`config.mk`:
```
export PLATFORM = sky130hd
export DESIGN_NAME = icp_ctrl_regs
export DESIGN_NICKNAME = d
export VERILOG_FILES = /design/src/shared/icp_pkg.sv /design/src/shared/icp_div_if.sv /design/src/hw/icp_scl_divider.sv /design/src/hw/icp_ctrl_regs.sv
export SDC_FILE = /design/constraint.sdc
export NUM_CORES = 1
export LEC_CHECK = 0
export ABC_AREA = 1
export BUFFER_PORTS_ARGS = -buffer_cell sky130_fd_sc_hd__buf_2
export CAP_MARGIN = 20
export CORE_MARGIN = 1
export CORE_UTILIZATION = 40
export CTS_CLUSTER_DIAMETER = 200
export DETAILED_ROUTE_END_ITERATION = 8
export PLACE_DENSITY_LB_ADDON = 0.12
export RECOVER_POWER = 100
export SKIP_LAST_GASP = 1
export SYNTH_ARGS = -nofsm -noshare
export SYNTH_HDL_FRONTEND = slang
export SYNTH_HIERARCHICAL = 1
export SYNTH_SLANG_ARGS = --single-unit
```
`constraint.sdc`:
```
create_clock -name SYS_CLK_I -period 2.23 [get_ports SYS_CLK_I]
set_clock_uncertainty 0.1 [all_clocks]
set_input_delay 0.446 -clock SYS_CLK_I [delete_from_list [all_inputs] [get_ports SYS_CLK_I]]
set_output_delay 0.446 -clock SYS_CLK_I [all_outputs]
set_load 0.005 [all_outputs]
```
`src/shared/icp_pkg.sv`:
```
// ---------------------------------------------------------------------
// Shared constants for the control, command and divider registers
// ---------------------------------------------------------------------
package icp_pkg;

  // -------------------------------------------------------------------
  // System bus geometry
  // -------------------------------------------------------------------
  localparam int ADDR_W = 4;   // Register address width
  localparam int DATA_W = 10;  // Bus data width, only the low byte lane is used
  localparam int REG_W  = 8;   // Width of every register here

  // Register addresses on the 4-bit bus
  localparam logic [ADDR_W-1:0] ADDR_CONTROL_ONE = 4'h1;
  localparam logic [ADDR_W-1:0] ADDR_DIV_LOW     = 4'h2;
  localparam logic [ADDR_W-1:0] ADDR_DIV_HIGH    = 4'h3;
  localparam logic [ADDR_W-1:0] ADDR_COMMAND     = 4'h7;

  // Reset values
  localparam logic [REG_W-1:0] RST_CONTROL_ONE = 8'h00;
  localparam logic [REG_W-1:0] RST_COMMAND     = 8'h00;
  localparam logic [REG_W-1:0] RST_DIV_LOW     = 8'h00;
  localparam logic [REG_W-1:0] RST_DIV_HIGH    = 8'h00;

  // Writable bit masks; reserved bits are dropped on write
  localparam logic [REG_W-1:0] MASK_CONTROL_ONE = 8'hFE;
  localparam logic [REG_W-1:0] MASK_COMMAND     = 8'hFE;
  localparam logic [REG_W-1:0] MASK_DIV_LOW     = 8'hFF;
  localparam logic [REG_W-1:0] MASK_DIV_HIGH    = 8'hF3;

  // -------------------------------------------------------------------
  // Field positions
  // -------------------------------------------------------------------
  // Control-one
  localparam int CO_CORE_ENABLE   = 7;
  localparam int CO_GENERAL_CALL  = 6;
  localparam int CO_SLEEP_WAKE    = 5;
  localparam int CO_QUEUE_MODE    = 4;
  localparam int CO_DELAY_SEL_HI  = 3;
  localparam int CO_DELAY_SEL_LO  = 2;
  localparam int CO_STRETCH_OFF_Q = 1;
  // Command
  localparam int CM_START         = 7;
  localparam int CM_STOP          = 6;
  localparam int CM_READ          = 5;
  localparam int CM_WRITE         = 4;
  localparam int CM_NACK          = 3;
  localparam int CM_STRETCH_OFF_R = 2;
  localparam int CM_READ_BYPASS   = 1;
  // Divider high byte
  localparam int DH_BASE_HI       = 7;
  localparam int DH_BASE_LO       = 4;
  localparam int DH_DIV_HI        = 1;
  localparam int DH_DIV_LO        = 0;

  // -------------------------------------------------------------------
  // SCL divider and SDA delay
  // -------------------------------------------------------------------
  localparam int DIV_W   = 10;          // Divider value width
  localparam int DELAY_W = 6;           // Widest delay is 4*15+3
  localparam longint CLK_HZ         = 125_000_000;
  localparam longint SCL_DEFAULT_HZ = 400_000;
  localparam longint SCL_PHASES     = 4; // Ticks per SCL period
  // Round the count up so the default never exceeds 400 kHz
  localparam logic [DIV_W-1:0] DIV_DEFAULT = DIV_W'(
    (CLK_HZ + SCL_PHASES * SCL_DEFAULT_HZ - 1) /
    (SCL_PHASES * SCL_DEFAULT_HZ) - 1);
  localparam logic [DIV_W-1:0] DIV_ZERO = 10'h000;

  localparam logic [DELAY_W-1:0] DELAY_ADD  = 6'h03; // Fixed part
  localparam logic [DELAY_W-1:0] DELAY_MIN  = 6'h01; // Base of zero
  localparam logic [DELAY_W-1:0] DELAY_NONE = 6'h00; // Code 11
  localparam logic [3:0]         BASE_ZERO  = 4'h0;

  // Delay select codes
  typedef enum logic [1:0] {
    DSEL_X4   = 2'h0,
    DSEL_X2   = 2'h1,
    DSEL_X1   = 2'h2,
    DSEL_NONE = 2'h3
  } icp_delay_sel_t;

endpackage

```
`src/shared/icp_div_if.sv`:
```
`timescale 1ns/1ns
// ---------------------------------------------------------------------
// Link between the register block and the SCL divider
// ---------------------------------------------------------------------
interface icp_div_if;
  logic [icp_pkg::DIV_W-1:0] divider;  // Effective divider, never zero
  logic                      hold;     // Keep the divider in its idle state
  logic                      tick;     // One-cycle quarter-period enable

  // Register side
  modport ctrl (output divider, output hold, input tick);
  // Divider side
  modport gen  (input divider, input hold, output tick);
endinterface

```
`src/hw/icp_scl_divider.sv`:
```
`timescale 1ns/1ns
// ---------------------------------------------------------------------
// SCL quarter-period enable generator
// ---------------------------------------------------------------------
module icp_scl_divider
  import icp_pkg::*;
(
  input  wire logic clk_i,   // System bus clock
  input  wire logic rst_i,   // Async reset, active high
  icp_div_if.gen    div      // Divider value, hold and tick
);

  logic [DIV_W-1:0] count;       // Cycles left in this quarter
  logic [DIV_W-1:0] next_count;  // Next counter value
  logic             next_tick;   // Next tick value
  logic             wrap;        // Quarter period ends this cycle

  // -------------------------------------------------------------------
  // Count N+1 cycles per tick, four ticks per SCL period
  // -------------------------------------------------------------------
  assign wrap       = (count == DIV_ZERO);
  assign next_tick  = !div.hold && wrap;
  assign next_count = div.hold ? div.divider :
                      wrap     ? div.divider :
                      count - DIV_W'(1);

  // Counter and tick register; hold restarts a full quarter
  always_ff @(posedge clk_i or posedge rst_i) begin
    if (rst_i) begin
      count    <= DIV_ZERO;
      div.tick <= 1'b0;
    end else begin
      count    <= next_count;
      div.tick <= next_tick;
    end
  end

endmodule

```
`src/hw/icp_ctrl_regs.sv`:
```
`timescale 1ns/1ns
// How it works
// - Control-one write pulses core reset
// - Enable bit low holds core idle
// - General call answered only when enabled
// - Wake on address match when enabled
// - Queue mode bit picks register or FIFO
// - Delay select code sets SDA delay
// - FIFO mode stretch-off bit stops stretching
// - Command bypass bit forced zero in FIFO
// - Start bit requests START or repeated START
// - Stop bit requests STOP condition
// - Read and write bits pick direction
// - Command bit 3 picks ACK or NACK
// - Register mode stretch-off bit stops stretching
// - Bypass bit disables receive double buffering
// - Divider split over low and high bytes
// - Divider byte write pulses core reset
// - SCL is clock over four times N+1
// - Zero divider selects built-in 400 kHz default
// - Registers decoded at 1, 2, 3, 7
// - Acknowledge follows strobe, drops after it
module icp_ctrl_regs
  import icp_pkg::*;
(
  input  wire logic               SYS_CLK_I,            // System clock
  input  wire logic               RST_I,                // Async reset
  // -------------------------------------------------------------------
  // System bus slave
  // -------------------------------------------------------------------
  input  wire logic               BUS_STROBE_I,         // Transfer strobe
  input  wire logic               BUS_WRITE_I,          // 1 write, 0 read
  input  wire logic [ADDR_W-1:0]  BUS_ADDR_I,           // Register address
  input  wire logic [DATA_W-1:0]  BUS_WDATA_I,          // Write data
  output logic      [DATA_W-1:0]  BUS_RDATA_O,          // Read data
  output logic                    BUS_ACKNOWLEDGE_O,    // Transfer ack
  // -------------------------------------------------------------------
  // Core status inputs
  // -------------------------------------------------------------------
  input  wire logic               SLEEP_I,              // Device asleep
  input  wire logic               ADDR_MATCH_I,         // Own addr matched
  input  wire logic               GC_ADDR_SEEN_I,       // All-zero address
  // -------------------------------------------------------------------
  // Core controls
  // -------------------------------------------------------------------
  output logic                    CORE_RESET_O,         // Core reset pulse
  output logic                    CORE_ENABLE_O,        // Core enabled
  output logic                    GC_RESPOND_O,         // Answer gen. call
  output logic                    WAKE_O,               // Wake-up request
  output logic                    QUEUE_MODE_O,         // 1 FIFO, 0 reg
  output logic                    STRETCH_OFF_O,        // No stretching
  output logic                    START_REQUEST_O,      // START wanted
  output logic                    STOP_REQUEST_O,       // STOP wanted
  output logic                    READ_REQUEST_O,       // Read from slave
  output logic                    WRITE_REQUEST_O,      // Write to slave
  output logic                    NACK_SELECT_O,        // 1 NACK, 0 ACK
  output logic                    READ_BUFFER_BYPASS_O, // No dbl buffer
  output logic                    SCL_TICK_O,           // Quarter SCL tick
  output logic      [DELAY_W-1:0] SDA_DELAY_O           // SDA delay cycles
);

  // -------------------------------------------------------------------
  // Declarations
  // -------------------------------------------------------------------
  typedef enum logic {BUS_IDLE, BUS_ACK} icp_bus_state_t;

  icp_bus_state_t   bus_state;        // Bus handshake state
  icp_bus_state_t   next_bus_state;   // Next handshake state
  logic [REG_W-1:0] core_control_one; // Control-one register
  logic [REG_W-1:0] master_command;   // Command register
  logic [REG_W-1:0] scl_divider_low;  // Divider bits 7..0
  logic [REG_W-1:0] scl_divider_high; // Base delay and bits 9..8
  logic [REG_W-1:0] wdata;            // Byte lane of write data
  logic [REG_W-1:0] rdata;            // Selected read byte

  icp_div_if div_link ();             // Link to the SCL divider

  // -------------------------------------------------------------------
  // Bus decode
  // -------------------------------------------------------------------
  logic take;            // Request taken this cycle
  logic wr_take;         // Write taken this cycle
  logic sel_control;     // Control-one addressed
  logic sel_command;     // Command addressed
  logic sel_div_low;     // Divider low addressed
  logic sel_div_high;    // Divider high addressed
  logic wr_control;      // Write to control-one
  logic wr_command;      // Write to command
  logic wr_div_low;      // Write to divider low
  logic wr_div_high;     // Write to divider high
  logic reset_write;     // Any write that resets the core

  // A request is taken once, on the first strobe cycle with ack low
  assign take        = BUS_STROBE_I && (bus_state == BUS_IDLE);
  assign wr_take     = take && BUS_WRITE_I;
  assign sel_control = (BUS_ADDR_I == ADDR_CONTROL_ONE);
  assign sel_div_low = (BUS_ADDR_I == ADDR_DIV_LOW);
  assign sel_div_high= (BUS_ADDR_I == ADDR_DIV_HIGH);
  assign sel_command = (BUS_ADDR_I == ADDR_COMMAND);
  assign wr_control  = wr_take && sel_control;
  assign wr_command  = wr_take && sel_command;
  assign wr_div_low  = wr_take && sel_div_low;
  assign wr_div_high = wr_take && sel_div_high;
  // Control and divider writes restart the core
  assign reset_write = wr_control || wr_div_low || wr_div_high;
  // Only the low byte lane carries register data
  assign wdata       = BUS_WDATA_I[REG_W-1:0];

  // -------------------------------------------------------------------
  // Handshake state
  // -------------------------------------------------------------------
  // Ack rises one cycle after the strobe, falls one after it drops
  always_comb begin
    next_bus_state = bus_state;
    case (bus_state)
      BUS_IDLE: begin
        if (BUS_STROBE_I) begin
          next_bus_state = BUS_ACK;
        end
      end
      BUS_ACK: begin
        if (!BUS_STROBE_I) begin
          next_bus_state = BUS_IDLE;
        end
      end
      default: begin
        next_bus_state = BUS_IDLE;
      end
    endcase
  end

  // State and acknowledge flop
  always_ff @(posedge SYS_CLK_I or posedge RST_I) begin
    if (RST_I) begin
      bus_state         <= BUS_IDLE;
      BUS_ACKNOWLEDGE_O <= 1'b0;
    end else begin
      bus_state         <= next_bus_state;
      BUS_ACKNOWLEDGE_O <= (next_bus_state == BUS_ACK);
    end
  end

  // -------------------------------------------------------------------
  // Register storage
  // -------------------------------------------------------------------
  // Control-one; reserved bit 0 never stores
  always_ff @(posedge SYS_CLK_I or posedge RST_I) begin
    if (RST_I) begin
      core_control_one <= RST_CONTROL_ONE;
    end else if (wr_control) begin
      core_control_one <= wdata & MASK_CONTROL_ONE;
    end
  end

  // Command; in FIFO mode the bypass bit stays at zero
  logic [REG_W-1:0] cmd_mask;  // Writable command bits now
  logic             queue_on;  // FIFO mode selected
  assign queue_on = core_control_one[CO_QUEUE_MODE];
  assign cmd_mask = queue_on ?
    (MASK_COMMAND & ~(REG_W'(1) << CM_READ_BYPASS)) :
    MASK_COMMAND;

  always_ff @(posedge SYS_CLK_I or posedge RST_I) begin
    if (RST_I) begin
      master_command <= RST_COMMAND;
    end else if (wr_command) begin
      master_command <= wdata & cmd_mask;
    end else if (queue_on) begin
      // Entering FIFO mode drops a stale bypass request
      master_command[CM_READ_BYPASS] <= 1'b0;
    end
  end

  // Divider bytes; two separate writes build the 10-bit value
  always_ff @(posedge SYS_CLK_I or posedge RST_I) begin
    if (RST_I) begin
      scl_divider_low  <= RST_DIV_LOW;
      scl_divider_high <= RST_DIV_HIGH;
    end else begin
      if (wr_div_low) begin
        scl_divider_low  <= wdata & MASK_DIV_LOW;
      end
      if (wr_div_high) begin
        scl_divider_high <= wdata & MASK_DIV_HIGH;
      end
    end
  end

  // -------------------------------------------------------------------
  // Read path
  // -------------------------------------------------------------------
  // Unmapped addresses and the upper lane read as zero
  assign rdata = sel_control  ? core_control_one :
                 sel_command  ? master_command :
                 sel_div_low  ? scl_divider_low :
                 sel_div_high ? scl_divider_high :
                 RST_COMMAND;

  // Data captured when the request is taken, held through the ack
  always_ff @(posedge SYS_CLK_I or posedge RST_I) begin
    if (RST_I) begin
      BUS_RDATA_O <= '0;
    end else if (take && !BUS_WRITE_I) begin
      BUS_RDATA_O <= {{(DATA_W-REG_W){1'b0}}, rdata};
    end
  end

  // -------------------------------------------------------------------
  // SCL divider
  // -------------------------------------------------------------------
  logic [DIV_W-1:0] div_raw;  // Programmed 10-bit value
  logic             enabled;  // Core enable bit
  assign enabled = core_control_one[CO_CORE_ENABLE];
  assign div_raw = {scl_divider_high[DH_DIV_HI:DH_DIV_LO],
                    scl_divider_low};
  // Zero means the built-in 400 kHz default
  assign div_link.divider = (div_raw == DIV_ZERO) ?
                            DIV_DEFAULT : div_raw;
  // Held while disabled or while the core reset is applied
  assign div_link.hold    = !enabled || reset_write
                            || CORE_RESET_O;

  icp_scl_divider u_divider (
    .clk_i (SYS_CLK_I),
    .rst_i (RST_I),
    .div   (div_link.gen)
  );

  // -------------------------------------------------------------------
  // SDA output delay
  // -------------------------------------------------------------------
  logic [3:0]         base;       // Delay base from divider high
  logic [DELAY_W-1:0] base_w;     // Base at delay width
  logic [DELAY_W-1:0] next_delay; // Decoded delay
  icp_delay_sel_t     dsel;       // Delay select code
  assign base   = scl_divider_high[DH_BASE_HI:DH_BASE_LO];
  assign base_w = DELAY_W'(base);
  assign dsel   = icp_delay_sel_t'(
    core_control_one[CO_DELAY_SEL_HI:CO_DELAY_SEL_LO]);
  // Zero base shortens every scaled code to a single cycle
  assign next_delay =
    (dsel == DSEL_NONE) ? DELAY_NONE :
    (base == BASE_ZERO) ? DELAY_MIN :
    (dsel == DSEL_X4)   ? (base_w << 2) + DELAY_ADD :
    (dsel == DSEL_X2)   ? (base_w << 1) + DELAY_ADD :
    base_w + DELAY_ADD;

  // -------------------------------------------------------------------
  // Registered core controls
  // -------------------------------------------------------------------
  logic stretch_off;  // Stretch-off bit of the active mode
  // The mode bit decides which stretch-off bit counts
  assign stretch_off = queue_on ?
    core_control_one[CO_STRETCH_OFF_Q] :
    master_command[CM_STRETCH_OFF_R];

  // Every output is a flop; disabled core sees no START, STOP, read or write requests
  always_ff @(posedge SYS_CLK_I or posedge RST_I) begin
    if (RST_I) begin
      CORE_RESET_O         <= 1'b0;
      CORE_ENABLE_O        <= 1'b0;
      GC_RESPOND_O         <= 1'b0;
      WAKE_O               <= 1'b0;
      QUEUE_MODE_O         <= 1'b0;
      STRETCH_OFF_O        <= 1'b0;
      START_REQUEST_O      <= 1'b0;
      STOP_REQUEST_O       <= 1'b0;
      READ_REQUEST_O       <= 1'b0;
      WRITE_REQUEST_O      <= 1'b0;
      NACK_SELECT_O        <= 1'b0;
      READ_BUFFER_BYPASS_O <= 1'b0;
      SCL_TICK_O           <= 1'b0;
      SDA_DELAY_O          <= DELAY_NONE;
    end else begin
      CORE_RESET_O         <= reset_write;
      CORE_ENABLE_O        <= enabled;
      GC_RESPOND_O         <= enabled && GC_ADDR_SEEN_I
        && core_control_one[CO_GENERAL_CALL];
      WAKE_O               <= SLEEP_I && ADDR_MATCH_I
        && core_control_one[CO_SLEEP_WAKE];
      QUEUE_MODE_O         <= queue_on;
      STRETCH_OFF_O        <= stretch_off;
      START_REQUEST_O      <= enabled
        && master_command[CM_START];
      STOP_REQUEST_O       <= enabled
        && master_command[CM_STOP];
      READ_REQUEST_O       <= enabled
        && master_command[CM_READ];
      WRITE_REQUEST_O      <= enabled
        && master_command[CM_WRITE];
      NACK_SELECT_O        <= master_command[CM_NACK];
      READ_BUFFER_BYPASS_O <= !queue_on
        && master_command[CM_READ_BYPASS];
      SCL_TICK_O           <= div_link.tick;
      SDA_DELAY_O          <= next_delay;
    end
  end

endmodule

```
# Yosys cells after proc, flatten, opt, wreduce, memory -nomap -nowiden
# Index checks and enable logic that the tools add are counted.
# word_totals
regBits	68
inputBits	21
out_inout_bits	30
word_cells	81
# classes
add_sub_neg	4
n_eq_ne	6
mux	16
bitwise	2
n_reduce_logical	30
# ops
operator	n
$mux W8	4
$mux W10	3
$mux W6	4
$logic_not A10 Y1	2
$logic_and A1 B1 Y1	17
$sub A10 B1 Y10 const B	1
$and A8 B8 Y8	1
$eq A4 B2 Y1 const B	2
$add A5 B2 Y6 const B	1
$add A6 B2 Y6 const B	1
$add A4 B2 Y5 const B	1
$eq A4 B1 Y1 const B	1
$eq A4 B3 Y1 const B	1
$logic_not A1 Y1	4
$logic_not A4 Y1	1
$logic_or A1 B1 Y1	4
$mux W1	4
$eq A2 B1 Y1 const B	1
$eq A2 B2 Y1 const B	1
$logic_not A2 Y1	1
$mux W2	1
$reduce_bool A2 Y1	1
$not A1 Y1	1

# Logic depth before layout (Yosys ltp)
# depth
ltp_word	10
mapped_depth	10
ltp_nobuf	9

# Hierarchy
# Netlist, hierarchy kept.
# by_module_without_submodules
mod	n_inst	cells_per_inst	area_each_um2	seq_area_each_um2
icp_ctrl_regs	1	321	2711.4	1401.3
icp_scl_divider	1	78	665.6	275.3

# Least setup slack after synthesis
# No wires, ideal clock.
# synth_timing
path_kind	input to register
from	input port BUS_ADDR_I[2]
to	register u_divider.count[0]
setup_ps	127
t_arrival_ps	1511
required_ps	2003
path_slack_ps	492
path_stages	9
n_path_buf	3
cell_sequence	nor2_4 > buf_4 > buf_4 > o211ai_1 > nand3b_1 > inv_1 > nand2_4 > buf_12 > o21ai_0
# synth_via
elab_chain_len	7
elab_cells_between_ends	11
classes_between	eq/ne (3); mux (1); reduce/logical (7)
# synth_rtl
item	line_no	source
start: declaration	icp_ctrl_regs.sv:33	input wire logic [ADDR_W-1:0] BUS_ADDR_I,
$eq A4 B1 Y1 / $eq A4 B2 Y1 (equally long branches)	icp_ctrl_regs.sv:96, icp_ctrl_regs.sv:97	
$logic_and A1 B1 Y1, on equally long branches	icp_ctrl_regs.sv:100, icp_ctrl_regs.sv:102	
$logic_or A1 B1 Y1	icp_ctrl_regs.sv:105	assign reset_write = wr_control || wr_div_low || wr_div_high;
$logic_or A1 B1 Y1 *	icp_ctrl_regs.sv:105	
$logic_or A1 B1 Y1 *	icp_ctrl_regs.sv:220	assign div_link.hold = !enabled || reset_write
$logic_or A1 B1 Y1 *	icp_ctrl_regs.sv:221	|| CORE_RESET_O;
named net div_link.hold	icp_div_if.sv:7	logic hold;
$mux W10 *	icp_scl_divider.sv:23	assign next_count = div.hold ? div.divider :
named net u_divider.next_count[0]	icp_scl_divider.sv:14	logic [DIV_W-1:0] next_count;
end signal: assignment	icp_scl_divider.sv:33	count <= next_count;
end: declaration	icp_scl_divider.sv:13	logic [DIV_W-1:0] count;
# The timed path passes the listed nets; every way through them passes the cells marked *.
# A chain may end at the register's enable or synchronous reset.

# Worst setup path in the final report
# layout_timing
from	register u_divider.count[0]
to	register u_divider.count[2]
# layout_via
elab_chain_len	3
elab_cells_between_ends	4
classes_between	add/sub (1); mux (2); reduce/logical (1)
# layout_rtl
item	line_no	source
$sub A10 B1 Y10 / $logic_not A10 Y1 (equally long branches)	icp_scl_divider.sv:25, icp_scl_divider.sv:21	
$mux W10 *	icp_scl_divider.sv:24	wrap ? div.divider :
$mux W10 *	icp_scl_divider.sv:23	
named net u_divider.next_count[2]	icp_scl_divider.sv:14	
# Marked as above.

==> flow_summary_export.csv <==
group,metric,value,unit
worst_setup_path,ff2ff_path_depth,8,
clock_network,numCtsBuffers,9,
die,die_area,0.00881,sq mm
routing,viasPerCell,4.66,
worst_setup_path,cp_cell_sequence,"inv_1, ha_1, nand2_1, nor2_4, nand4_4, nand2_2, nand2_1, o21ai_2",
timing,timing.fmax,536,MHz
die,core_region_area,0.00818,sq mm
pwr,internal-power,2220,uW
synth,synth.most_common_cell,"nand2_1",
clock_network,htree_num_levels,3,
clock_network,cts_tree,"built",
clock_network,cts.clk_slew.worst_paths,70,ps
routing,first_pass_iters,4,
clock_network,cts_root_buf,"clkbuf_8",
worst_setup_path,required,2400,ps
layout,layout.nets,468,
timing,rsz0062_at_grt,"false",
timing,worst_pin_slew,1360,ps
pwr,powerDensity,894,mW/mm^2
timing,holdWs,-3.35,ps
timing,hold_viol,11,
layout,diodes,0,
worst_setup_path,rrSetupSlack,370,ps
synth,synthFlopType,"dfrtp_1",
worst_setup_path,critPathKind,"reg -> reg",
pwr,swShare,0.337,
timing,maxSlewHeadroom,0.0960,
die,die_x,93.9,um
synth,syn-mean-instance-area,8.46,sq um
place,dp_hpwl,5370,um
timing,setup_ws,365,ps
layout,area_delta_synth_final,11.1,%
clock_network,clock-sinks,67,
pwr,power_frac_clock,0.276,
die,initial_utilization,0.413,
synth,netlist_area,0.00338,sq mm
worst_setup_path,cp-end-kind,"flip-flop",
pwr,power.switching,1130,uW
synth,yosys_warnings,6,
place,gp_congestion,0.775,
synth,synth.distinct_cells,36,
synth,syn_inst,399,
clock_network,cts-hold-fix-buffers,0,
synth,yosys.area.top_type,"dfrtp_1",
die,io_pins,51,
routing,wl_per_cell,13.2,um
routing,drc,0,
worst_setup_path,cp-start-kind,"flip-flop",
pwr,pwr-share-comb,0.236,
worst_setup_path,crit_top_cell,"nand2_1",
place,io_buffers,46,
routing,via_count,2582,
worst_hold_path,min_path_type,"in -> async",
global_routing,grt_max_degree,57,
global_routing,grt_pass1_wl,12700,um
pwr,ir_worst_vdd,0.328,mV
flow_run,maxCapViolCount,0,
timing,layout_min_cycle_time,1860,ps
synth,synth_area_leaders,"dfrtp_1 (50%), nand2_1 (8.7%), nor2_1 (6.1%), inv_1 (5.6%), nand3_1 (4.3%)",
die,die_h,93.9,um
worst_setup_path,reg2reg_to,"u_divider/count[2]",
pwr,seqPwrFrac,0.488,
layout,final_core_util,0.459,
clock_network,postCtsResizedCells,0,
timing,report.final.slew_viol_count,0,
worst_setup_path,worst-path-buf-inv,1,
die,rows,33,
synth,seq_area_frac_synth,0.496,
worst_setup_path,cp_top_family,"simple AND/OR/NAND/NOR gates",
synth,synth_top_cell_area_share,0.496,
synth,async_reset_ff_frac,1.00,
timing,setup_violations,0,
outcome,status,"complete, but fails checks",
place,pre_cts_ws,421,ps
global_routing,antenna_found_initial,0,
synth,synthTopCellsByCount,"nand2_1 (78), dfrtp_1 (67), nor2_1 (55), inv_1 (50), nand3_1 (29)",
global_routing,gr-usage-all-layers,0.193,
pwr,leakage,0.00191,uW
clock_network,cts_buffer_depth,2,
clock_network,post_cts_buffers,0,
clock_network,clkLatencyLatePin,350,ps
timing,finalCritPeriodShare,0.836,
worst_setup_path,worst_path_max_delay_cell,"dfrtp_1",
routing,drtIter0Drc,119,
timing,tns,0,ps
outcome,failed_checks,"negative hold slack",
global_routing,first_global_vias,2539,
synth,synth_edf_count,0,
synth,synth_seq_cells,67,
worst_setup_path,worst-path-max-fanout,15,
routing,drt_wl_total,7330,um
layout,n_fill_cell,835,
worst_setup_path,r2r_start,"u_divider/count[0]",
layout,drive_above_1_share,0.187,
worst_setup_path,max_stage_delay,410,ps
routing,ant_nets,0,
worst_setup_path,critPathArrivalTime,2030,ps
global_routing,grt-ovfl-total,0,
[flip-flops by register name, summed over array words and instances (netlist names), 6 cells and up]
| signal | flops |
|---|---|
| BUS_RDATA_O | 8 |
| SDA_DELAY_O | 6 |
| core_control_one | 7 |
| master_command | 7 |
| scl_divider_high | 6 |
| scl_divider_low | 8 |
| u_divider/count | 10 |
[worst reg2reg max path, stage by stage (launching register included)]
cell and delay, ps:
dfrtp_1 410, inv_1 130, ha_1 190, nand2_1 120, nor2_4 190, nand4_4 140
nand2_2 320, nand2_1 120, o21ai_2 70
[power by group through the flow]
stage / clock, uW / combinational [uW] / sequential [uW]
2_1_floorplan: 0 / 634 / 1620
5_1_grt: 1010 / 914 / 1670
6_report: 924 / 791 / 1640
3_5_place_dp: 0 / 829 / 1660
3_3_place_gp: 0 / 812 / 1650
4_1_cts: 952 / 834 / 1640
[layer usage]
| metal | track usage | up-vias | part of all wire |
|---|---|---|---|
| met5 | 0 | - | 0 |
| met4 | 0.0833 | 0 | 0.013 |
| met3 | 0.0340 | 6 | 0.036 |
| met2 | 0.292 | 49 | 0.46 |
| met1 | 0.270 | 1188 | 0.49 |
| li1 | - | 1339 | - |
[layout make-up]
cell class	count	area [sq um]	share of cell area
tap	105	131	0.0350
sequential	67	1680	0.447
multi-input combinational	261	1320	0.351
inverter	53	200	0.0534
timing repair buffer	52	248	0.0660
clock inverter	4	25.0	0.00667
clock buffer	12	155	0.0414
[metrics by stage]
stage	power [uW]	instances	hold slack [ps]	area [sq um]
6_report	3350	554	-3.35	3750
3_5_place_dp	2490	538	237	3660
4_1_cts	3420	554	21.8	3840
5_1_grt	3600	554	45.2	3750
3_3_place_gp	2470	538	233	3660
2_1_floorplan	2250	400	198	3380
[cell usage in the layout (no fill, tap or decap), drive strengths merged]
cell type,instances
a211oi,1
a21oi,12
buf,37
clkbuf,27
clkinv,4
clkinvlp,2
conb,2
dfrtp,67
ha,3
inv,51
nand2,87
nand3,31
nand3b,1
nand4,8
nor2,64
nor3,2
nor3b,1
nor4,1
o211ai,1
o21ai,33
o21bai,1
or2,7
xnor2,2
xor2,4
[how the worst max path moves through the flow]
stage | from | to | slack, ps | cells past startpoint
final | u_divider/count[0] | u_divider/count[2] | 370 | 8
after global routing | BUS_ADDR_I[2] | scl_divider_low[4] | 180 | 7
after CTS | u_divider/count[0] | u_divider/count[9] | 450 | 8
after detailed placement | BUS_WRITE_I | u_divider/count[9] | 420 | 9
after global placement | BUS_ADDR_I[1] | u_divider/count[5] | 440 | 7
after floorplan | RST_I | BUS_RDATA_O[0] | 310 | 1
[logic make-up (layout without fill, tap and decap cells)]
logic type / Yosys count / in the layout / share of synthesized area
compound gates: 48 / 48 / 0.0845
xor+xnor: 6 / 6 / 0.0156
fa+ha+maj: 3 / 3 / 0.0111
buf+inv: 72 / 121 / 0.101
flops: 67 / 67 / 0.496
other cells: 1 / 2 / 0.00111
simple gates: 202 / 202 / 0.290
Power figures use the tool's default switching activity.
